$ cat src/rtl/synth_pll_cfg.svh
// Constants for the synthesizer mode and status control block.
// Assumes a single 10 MHz clock; included by its bare name.
`ifndef SYNTH_PLL_CFG_SVH
`define SYNTH_PLL_CFG_SVH

// ----------------------------------------------------------------
// Field widths
// ----------------------------------------------------------------
`define FB_INT_W        8
`define FB_FRAC_W       27
`define FB_RATIO_W      35
`define FREQ_WORD_W     32
`define XTAL_TRIM_W     24
`define CAP_SEL_W       6
`define FILT_SEL_W      4
`define RELEASE_W       4

// ----------------------------------------------------------------
// Scaling: frequency word LSB is 2^-40 of the ratio
// ----------------------------------------------------------------
`define FREQ_LSB_SHIFT  40

// ----------------------------------------------------------------
// Reset values and codes
// ----------------------------------------------------------------
`define STARTUP_IMMEDIATE 2'h0
`define RELEASE_NONE      4'h0
`define RELEASE_ALL       4'hF

// ----------------------------------------------------------------
// Timing
// ----------------------------------------------------------------
`define CLK_PERIOD_NS   100
`define STAGE_TIME_NS   1000
`define STAGE_CYCLES    ((`STAGE_TIME_NS + `CLK_PERIOD_NS - 1) / `CLK_PERIOD_NS)
`define CAL_TIMEOUT_NS  100000
`define CAL_CYCLES      (`CAL_TIMEOUT_NS / `CLK_PERIOD_NS)
`define SDM_DIV         4
`define TIMER_W         12
`define TICK_W          3

`endif

$ cat src/rtl/synth_pll_pkg.sv
// Types shared by the synthesizer mode and status control block.
// Assumes synth_pll_cfg.svh is available on the include path.
`include "synth_pll_cfg.svh"

package synth_pll_pkg;

   // ----------------------------------------------------------------
   // Modes and sequencer states
   // ----------------------------------------------------------------
   typedef enum logic [0:0] {
      MODE_SYNTH        = 1'b0,
      MODE_JITTER_CLEAN = 1'b1
   } op_mode_t;

   typedef enum logic [1:0] {
      SEQ_HOLD    = 2'b00,
      SEQ_CAL     = 2'b01,
      SEQ_RELEASE = 2'b10,
      SEQ_RUN     = 2'b11
   } seq_state_t;

   // ----------------------------------------------------------------
   // Analog configuration carrier
   // ----------------------------------------------------------------
   typedef struct packed {
      logic                    ref_single_ended;
      logic                    diff_ac_bias_enable;
      logic                    selfbias_enable;
      logic                    ref_pad_enable;
      logic                    doubler_enable;
      logic                    doubler_src_ref;
      logic [`CAP_SEL_W-1:0]   xin_cap_select;
      logic [`CAP_SEL_W-1:0]   xout_cap_select;
      logic [`FILT_SEL_W-1:0]  filter_r1_select;
      logic [`FILT_SEL_W-1:0]  filter_cp_select;
      logic [`FILT_SEL_W-1:0]  filter_r3_select;
      logic [`FILT_SEL_W-1:0]  filter_c3_select;
      logic                    third_pole_bypass;
   } analog_cfg_t;

   // Mode-entry bits from the host
   typedef struct packed {
      logic       input_buffer_enable;
      logic [1:0] out_startup;
      logic       lock_source_sel;
      logic       digital_loop_enable;
   } mode_bits_t;

   // ----------------------------------------------------------------
   // Whole state of the control block
   // ----------------------------------------------------------------
   typedef struct packed {
      logic [2:0]                lock_sync;
      logic [2:0]                regok_sync;
      logic [2:0]                caldone_sync;
      logic [2:0]                calfail_sync;
      logic                      lock_stable;
      logic                      regok_stable;
      logic                      caldone_stable;
      logic                      calfail_stable;
      logic                      lock_status;
      logic                      lock_gpio;
      logic                      loss_of_lock;
      seq_state_t                seq;
      logic [`TIMER_W-1:0]       timer;
      logic [`RELEASE_W-1:0]     release_blocks;
      logic                      cal_start;
      logic                      cal_done;
      logic                      cal_fail;
      op_mode_t                  mode;
      logic                      digital_loop_on;
      logic [`FREQ_WORD_W-1:0]   freq_word;
      logic [`FB_RATIO_W-1:0]    fb_ratio;
      logic [`FB_FRAC_W-1:0]     sdm_acc;
      logic [`FB_INT_W-1:0]      mmd_ratio;
      logic [`TICK_W-1:0]        tick_cnt;
      analog_cfg_t               analog;
   } state_t;

endpackage : synth_pll_pkg

$ cat src/rtl/synth_pll_mode_control.sv
// Digital mode, divider-word and status control of a clock synthesizer.
// Assumes host configuration arrives as plain levels on the clk domain,
// while lock, regulator and calibration indications are asynchronous.
`timescale 1ns/1ps
`include "synth_pll_cfg.svh"

module synth_pll_mode_control (
   input  wire logic                          clk,               // 10 MHz
   input  wire logic                          rstn,              // Async
   input  wire synth_pll_pkg::mode_bits_t     mode_bits,         // Entry bits
   input  wire synth_pll_pkg::analog_cfg_t    analog_cfg,        // Analog set
   input  wire logic [`FB_INT_W-1:0]          feedback_ratio_integer, // Int
   input  wire logic [`FB_FRAC_W-1:0]         feedback_ratio_fraction, // Frac
   input  wire logic [`FREQ_WORD_W-1:0]       freq_word,         // Signed
   input  wire logic                          freq_word_write,   // Strobe
   input  wire logic [`XTAL_TRIM_W-1:0]       xtal_trim,         // Signed
   input  wire logic                          lol_write,         // Strobe
   input  wire logic                          lol_write_data,    // 1 clears
   input  wire logic                          lock_gpio_enable,  // Route lock
   input  wire logic                          lock_detect_pin,   // Async
   input  wire logic                          regulator_ok_pin,  // Async
   input  wire logic                          bias_cal_done_pin, // Async
   input  wire logic                          bias_cal_fail_pin, // Async
   output logic                               jitter_clean_mode, // Mode
   output logic                               digital_loop_on,   // DPLL run
   output logic                               digital_loop_bypass, // Bypass
   output logic [`RELEASE_W-1:0]              block_release,     // Per block
   output logic                               bias_cal_start,    // Cal go
   output logic                               bias_cal_done,     // Flag
   output logic                               bias_cal_fail,     // Flag
   output logic                               lock_status,       // Level
   output logic                               lock_gpio,         // Pin
   output logic                               loss_of_lock,      // Sticky
   output logic [`FB_RATIO_W-1:0]             applied_ratio,     // Scaled
   output logic [`FB_INT_W-1:0]               multi_ratio_divider, // Step
   output synth_pll_pkg::analog_cfg_t         analog_out         // To analog
);

   // ----------------------------------------------------------------
   // Helpers
   // ----------------------------------------------------------------

   // Three-stage chain; first stage only feeds the second
   function automatic logic [2:0] sync_shift(input logic [2:0] chain,
                                             input logic       pin);
      sync_shift = {chain[1:0], pin};
   endfunction : sync_shift

   // A change is accepted once the second and third stages agree
   function automatic logic sync_settle(input logic [2:0] chain,
                                        input logic       prev);
      sync_settle = (chain[1] == chain[2]) ? chain[2] : prev;
   endfunction : sync_settle

   // Apply offset (LSB 2^-40 of ratio) to the ratio, fraction in 2^-27
   function automatic logic [`FB_RATIO_W-1:0] scale_ratio(
      input logic [`FB_RATIO_W-1:0]  ratio,
      input logic signed [`FREQ_WORD_W:0] offset);
      logic signed [`FB_RATIO_W+`FREQ_WORD_W+1:0] prod;
      logic signed [`FB_RATIO_W:0]               sum;
      prod = $signed({1'b0, ratio}) * offset;
      sum  = $signed({1'b0, ratio})
           + $signed(prod[`FB_RATIO_W+`FREQ_WORD_W+1:`FREQ_LSB_SHIFT]);
      scale_ratio = sum[`FB_RATIO_W-1:0];
   endfunction : scale_ratio

   // ----------------------------------------------------------------
   // State
   // ----------------------------------------------------------------
   localparam logic [`TIMER_W-1:0] STAGE_LIMIT = `TIMER_W'(`STAGE_CYCLES);
   localparam logic [`TIMER_W-1:0] CAL_LIMIT   = `TIMER_W'(`CAL_CYCLES);
   localparam logic [`TICK_W-1:0]  TICK_LIMIT  = `TICK_W'(`SDM_DIV - 1);

   synth_pll_pkg::state_t s_q;
   synth_pll_pkg::state_t s_d;

   logic                               enter_jc;
   logic                               lock_fell;
   logic                               sdm_tick;
   logic                               frac_is_zero;
   logic signed [`FREQ_WORD_W:0]       offset_sum;
   logic [`FB_RATIO_W-1:0]             base_ratio;
   logic [`FB_FRAC_W:0]                acc_sum;

   // ----------------------------------------------------------------
   // Next-state logic
   // ----------------------------------------------------------------
   always_comb begin
      s_d = s_q;

      // Input synchronisers for asynchronous indications
      s_d.lock_sync      = sync_shift(s_q.lock_sync, lock_detect_pin);
      s_d.regok_sync     = sync_shift(s_q.regok_sync, regulator_ok_pin);
      s_d.caldone_sync   = sync_shift(s_q.caldone_sync, bias_cal_done_pin);
      s_d.calfail_sync   = sync_shift(s_q.calfail_sync, bias_cal_fail_pin);
      s_d.lock_stable    = sync_settle(s_q.lock_sync, s_q.lock_stable);
      s_d.regok_stable   = sync_settle(s_q.regok_sync, s_q.regok_stable);
      s_d.caldone_stable = sync_settle(s_q.caldone_sync, s_q.caldone_stable);
      s_d.calfail_stable = sync_settle(s_q.calfail_sync, s_q.calfail_stable);

      // Lock status and its optional routing to an output pin
      s_d.lock_status = s_q.lock_stable;
      s_d.lock_gpio   = s_q.lock_stable & lock_gpio_enable;

      // Sticky loss-of-lock; a new falling edge wins over a clear
      lock_fell = s_q.lock_status & ~s_q.lock_stable;
      if (lock_fell) begin
         s_d.loss_of_lock = 1'b1;
      end else if (lol_write && lol_write_data) begin
         s_d.loss_of_lock = 1'b0;
      end

      // Power-up sequencer and bias calibration
      case (s_q.seq)
         synth_pll_pkg::SEQ_HOLD: begin
            s_d.release_blocks = `RELEASE_NONE;
            s_d.timer          = '0;
            if (s_q.regok_stable) begin
               s_d.release_blocks = `RELEASE_W'(1);         // Bias first
               s_d.cal_start      = 1'b1;
               s_d.seq            = synth_pll_pkg::SEQ_CAL;
            end
         end
         synth_pll_pkg::SEQ_CAL: begin
            s_d.timer = s_q.timer + `TIMER_W'(1);
            // Failure or timeout still lets startup proceed
            if (s_q.calfail_stable || s_q.timer == CAL_LIMIT) begin
               s_d.cal_fail  = 1'b1;
               s_d.cal_start = 1'b0;
               s_d.timer     = '0;
               s_d.seq       = synth_pll_pkg::SEQ_RELEASE;
            end else if (s_q.caldone_stable) begin
               s_d.cal_done  = 1'b1;
               s_d.cal_start = 1'b0;
               s_d.timer     = '0;
               s_d.seq       = synth_pll_pkg::SEQ_RELEASE;
            end
         end
         synth_pll_pkg::SEQ_RELEASE: begin
            s_d.timer = s_q.timer + `TIMER_W'(1);
            if (s_q.timer == STAGE_LIMIT) begin
               s_d.timer          = '0;
               s_d.release_blocks = {s_q.release_blocks[`RELEASE_W-2:0],
                                     1'b1};
               if (s_d.release_blocks == `RELEASE_ALL) begin
                  s_d.seq = synth_pll_pkg::SEQ_RUN;
               end
            end
         end
         synth_pll_pkg::SEQ_RUN: begin
            s_d.timer = '0;
         end
         default: begin
            s_d.seq = synth_pll_pkg::SEQ_HOLD;
         end
      endcase

      // Regulators dropping returns the sequencer to hold, clearing all releases and cal start
      if (!s_q.regok_stable) begin
         s_d.seq            = synth_pll_pkg::SEQ_HOLD;
         s_d.release_blocks = `RELEASE_NONE;
         s_d.cal_start      = 1'b0;
      end

      // Mode selection: all four entry bits needed
      enter_jc = mode_bits.input_buffer_enable
               & mode_bits.lock_source_sel
               & mode_bits.digital_loop_enable
               & (mode_bits.out_startup != `STARTUP_IMMEDIATE);
      s_d.mode = enter_jc ? synth_pll_pkg::MODE_JITTER_CLEAN
                          : synth_pll_pkg::MODE_SYNTH;
      // Digital loop only runs in jitter-clean mode, saving power
      s_d.digital_loop_on = enter_jc & s_q.release_blocks[2];

      // Frequency word is only taken in synthesizer mode
      if (freq_word_write &&
          s_q.mode == synth_pll_pkg::MODE_SYNTH) begin
         s_d.freq_word = freq_word;
      end

      // Dynamic word (synthesizer mode only) plus crystal trim, both LSB 2^-40
      offset_sum = $signed(`XTAL_TRIM_W'(xtal_trim))
                 + ((s_q.mode == synth_pll_pkg::MODE_SYNTH)
                    ? $signed({s_q.freq_word[`FREQ_WORD_W-1],
                               s_q.freq_word})
                    : $signed({(`FREQ_WORD_W+1){1'b0}}));
      base_ratio = {feedback_ratio_integer,
                    feedback_ratio_fraction};
      s_d.fb_ratio = scale_ratio(base_ratio, offset_sum);

      // First-order modulator picks the integer step per update
      s_d.tick_cnt = (s_q.tick_cnt == TICK_LIMIT) ? '0
                   : s_q.tick_cnt + `TICK_W'(1);
      sdm_tick = (s_q.tick_cnt == TICK_LIMIT) & s_q.release_blocks[1];
      acc_sum  = {1'b0, s_q.sdm_acc}
               + {1'b0, s_q.fb_ratio[`FB_FRAC_W-1:0]};
      if (sdm_tick) begin
         s_d.sdm_acc   = acc_sum[`FB_FRAC_W-1:0];
         s_d.mmd_ratio = s_q.fb_ratio[`FB_RATIO_W-1:`FB_FRAC_W]
                       + `FB_INT_W'(acc_sum[`FB_FRAC_W]);
      end

      // Analog configuration fields passed to the analog macros
      s_d.analog = analog_cfg;
      s_d.analog.doubler_enable  = analog_cfg.doubler_enable;
      s_d.analog.doubler_src_ref = analog_cfg.doubler_src_ref;
      // Pad stays off until the host enables the input buffer
      s_d.analog.ref_pad_enable = mode_bits.input_buffer_enable;
      // Bias choice follows the buffer type the host selected
      s_d.analog.diff_ac_bias_enable = analog_cfg.diff_ac_bias_enable
                                     & ~analog_cfg.ref_single_ended;
      s_d.analog.selfbias_enable = analog_cfg.selfbias_enable
                                 & analog_cfg.ref_single_ended;
      // Guard: a bypass with a live fraction would upset the loop
      frac_is_zero = (s_q.fb_ratio[`FB_FRAC_W-1:0] == '0);
      s_d.analog.third_pole_bypass = analog_cfg.third_pole_bypass
                                   & frac_is_zero;
   end

   // ----------------------------------------------------------------
   // State register
   // ----------------------------------------------------------------
   always_ff @(posedge clk or negedge rstn) begin
      if (!rstn) begin
         s_q <= '0;
      end else begin
         s_q <= s_d;
      end
   end

   // ----------------------------------------------------------------
   // Outputs, each straight from the state register
   // ----------------------------------------------------------------
   assign jitter_clean_mode   = s_q.mode;
   assign digital_loop_on     = s_q.digital_loop_on;
   assign digital_loop_bypass = ~s_q.mode;
   assign block_release       = s_q.release_blocks;
   assign bias_cal_start      = s_q.cal_start;
   assign bias_cal_done       = s_q.cal_done;
   assign bias_cal_fail       = s_q.cal_fail;
   assign lock_status         = s_q.lock_status;
   assign lock_gpio           = s_q.lock_gpio;
   assign loss_of_lock        = s_q.loss_of_lock;
   assign applied_ratio       = s_q.fb_ratio;
   assign multi_ratio_divider = s_q.mmd_ratio;
   assign analog_out          = s_q.analog;

endmodule : synth_pll_mode_control

$ cat config.mk
export PLATFORM = sky130hd
export DESIGN_NAME = synth_pll_mode_control
export DESIGN_NICKNAME = d
export VERILOG_FILES = /design/src/rtl/synth_pll_pkg.sv /design/src/rtl/synth_pll_mode_control.sv
export VERILOG_INCLUDE_DIRS = /design/src /design/src/rtl
export SDC_FILE = /design/constraint.sdc
export NUM_CORES = 2
export LEC_CHECK = 0
export BUFFER_PORTS_ARGS = -buffer_cell sky130_fd_sc_hd__buf_2
export CORE_ASPECT_RATIO = 0.5
export CORE_MARGIN = 2
export CORE_UTILIZATION = 60
export CTS_CLUSTER_SIZE = 16
export DETAILED_ROUTE_END_ITERATION = 10
export GPL_TIMING_DRIVEN = 0
export PLACE_DENSITY = 0.78
export SETUP_SLACK_MARGIN = 0.3
export SLEW_MARGIN = 10
export SYNTH_ARGS = -nofsm -noshare
export SYNTH_HDL_FRONTEND = slang
export SYNTH_SLANG_ARGS = --single-unit
$ cat constraint.sdc
create_clock -name clk -period 25.9 [get_ports clk]
set_input_delay 1.295 -clock clk [delete_from_list [all_inputs] [get_ports clk]]
set_output_delay 1.295 -clock clk [all_outputs]
set_load 0.02 [all_outputs]
==> flow_summary.json <==
{
  "status": "finished, violations left",
  "violations": "capacitance limit",
  "critPathSlowestCell": "clkbuf_1",
  "hpwl_um": 145000,
  "start_util": 0.609,
  "reg2reg_slack_ns": 8.27,
  "yosysWarnings": 0,
  "clkSinkCount": 182,
  "clk_latency_ns": 0.45,
  "area_growth_pct": 7.72,
  "hold_viol": 0,
  "finalSetupViolations": 0,
  "place.gp.congestion": 1.08,
  "fp.dieArea_um2": 81200,
  "cts_resized": 0,
  "io_pins": 232,
  "min_path_type": "register to register",
  "synthDominantCellAreaShare": 0.433,
  "drive_above_1_share": 0.0879,
  "final_nets": 7020,
  "groute.usage.overall": 0.438,
  "async_reset_ff_frac": 1.00,
  "drtPass1Iterations": 6,
  "worst-endpoint-required_ns": 26.23,
  "cp_max_fo": 10,
  "antenna_found_initial": 19,
  "totalWireLength_um": 171000,
  "place_inst": 6466,
  "grt_pass1_vias": 40200,
  "overflow": 0,
  "cts.clk_slew.worst_paths_ns": 0.08,
  "crit_path_frequent_cell": "fa_1",
  "finalCritPeriodShare": 0.681,
  "synth_edf_count": 0,
  "ys_seq_area_frac": 0.0963,
  "die_y_um": 203,
  "syn_nets": 6746,
  "mostFrequentLayoutCell": "inv_1",
  "numCtsBuffers": 17,
  "synthTopCellsByArea": "fa_1, ha_1, dfrtp_1, inv_1, nand2_1",
  "drt_iter0_drc": 4475,
  "netlist_instances": 5175,
  "rsz0062_at_grt": "false",
  "ant_nets": 0,
  "fmax_mhz": 56.7,
  "fin_skew_ns": 0.0168,
  "clock_path_buffers": 2,
  "worstSetupEndpointType": "register",
  "drc": 0,
  "cts_tree": "done",
  "tns_ns": 0,
  "grt_max_degree": 117,
  "max_stage_delay_ns": 1.10,
  "arrival_ns": 17.96,
  "cts_setup_buffers": 0,
  "cts-root-buf": "clkbuf_16",
  "synth_top_area_cell": "fa_1",
  "std_cell_rows": 72,
  "finalNonFillerCells": 6518,
  "ys_types": 79,
  "worstMarginPinSlew_ns": 1.50,
  "coreArea_um2": 77700,
  "max_slew_margin": 0.00289,
  "die_width_um": 401,
  "ctsHoldBuffers": 0,
  "worst-setup-path-type": "register to register",
  "synthFlopType": "dfrtp_1",
  "fillerInstances": 6470,
  "wl_per_cell_um": 26.3,
  "layout_common_cells": "inv_1, fa_1, nand2_1, ha_1, and2_1",
  "vias": 38400,
  "syn-cell-area_um2": 47300,
  "grt_pass1_wl_um": 258000,
  "port_buffers": 230,
  "maxCapViolCount": 1,
  "viasPerCell": 5.89,
  "syn_area_per_cell_um2": 9.14,
  "ys_ff_latch": 182,
  "min_period_ns": 17.63,
  "slew_violations": 0,
  "worst_setup_path_start_kind": "register",
  "htree_num_levels": 4
}
## cells in the mapped netlist, drive strengths merged, types with 10 or more instances
| master | instances |
|---|---|
| nand3 | 37 |
| and2 | 287 |
| o21bai | 17 |
| nor2 | 113 |
| o21ai | 102 |
| and3 | 19 |
| inv | 1096 |
| nor4 | 10 |
| o211ai | 10 |
| or2 | 25 |
| nor2b | 84 |
| a31oi | 10 |
| nand2 | 899 |
| xnor2 | 82 |
| dfrtp | 182 |
| buf | 90 |
| nand4 | 16 |
| ha | 407 |
| o21a | 23 |
| a21o | 70 |
| a211oi | 14 |
| a21oi | 120 |
| xor2 | 45 |
| clkbuf | 216 |
| nand2b | 22 |
| fa | 1023 |
| nor3 | 28 |
| mux2 | 37 |
## critical path: cells and delay by family, from the launching register on
family                   cells  cell delay, ns
XOR/XNOR                     2            0.62
AO/OA/AOI/OAI               20            5.42
buffers and inverters        7            1.72
adder cells (fa/ha/maj)     12            6.13
AND/OR/NAND/NOR             10            3.09
flip-flops                   1            0.48
## final cells by class
cell class	count	area, um2	share of cell area
Clock inverter	15	195	0.00383
Buffer	306	1460	0.0287
Multi-Input combinational cell	3591	37400	0.733
Inverter	1096	4110	0.0807
Tap cell	1036	1300	0.0254
Antenna cell	20	50.0	0.000982
Timing Repair Buffer	255	1490	0.0291
Sequential cell	182	4550	0.0894
Clock buffer	17	425	0.00835
## logic make-up (layout without fill, tap and decap cells)
kind of cell | after synthesis | count (layout) | share of synthesized area
flip-flops | 182 | 182 | 0.0963
adder cells (fa/ha/maj) | 1434 | 1434 | 0.542
other | 0 | 20 | 0
AO/OA/AOI/OAI | 422 | 422 | 0.0571
XOR/XNOR | 127 | 127 | 0.0235
buffers and inverters | 1402 | 1689 | 0.118
AND/OR/NAND/NOR | 1568 | 1568 | 0.154
multiplexers | 40 | 40 | 0.00944
## through the flow
step                      hold slack (ns)  area, um2   util  setup slack (ns)
after CTS                           0.367      50900  0.655              8.98
final                               0.367      51000  0.656              8.27
after floorplan                     0.331      47300      -             13.81
after detailed placement            0.350      50300  0.647              8.61
after global placement              0.337      49700  0.641              8.65
after global routing                0.370      50900  0.655              7.71
## final timing paths
check,from,to,cells past startpoint
setup / recovery,jitter_clean_mode$_DFF_PN0_,applied_ratio[31]$_DFF_PN0_,51
hold / removal,s_d[177]$_DFF_PN0_,s_d[178]$_DFF_PN0_,0
setup reg to reg,jitter_clean_mode$_DFF_PN0_,applied_ratio[31]$_DFF_PN0_,51
hold reg to reg,s_d[177]$_DFF_PN0_,s_d[178]$_DFF_PN0_,0
max in group asynchronous,rstn,s_q[131]$_DFFE_PN0P_,2
min in group asynchronous,rstn,analog_out[11]$_DFF_PN0_,1
## flip-flops by register name, summed over array words and instances (netlist names)
register,cells
s_q,83
analog_out,35
applied_ratio,35
s_d,9
multi_ratio_divider,8
block_release,4
bias_cal_done,1
bias_cal_fail,1
bias_cal_start,1
digital_loop_on,1
jitter_clean_mode,1
lock_gpio,1
lock_status,1
loss_of_lock,1
## metal layers
layer  GRT usage  wire length (um)  up-vias
li1            -                 -    16000
met1       0.604             68200    19400
met2       0.597             66700     2592
met3       0.217             29300      387
met4       0.152              6960        8
met5      0.0129               252        -
Power is not shown: default switching activity piles up to over one toggle a cycle in this logic, so the estimate is an artifact.
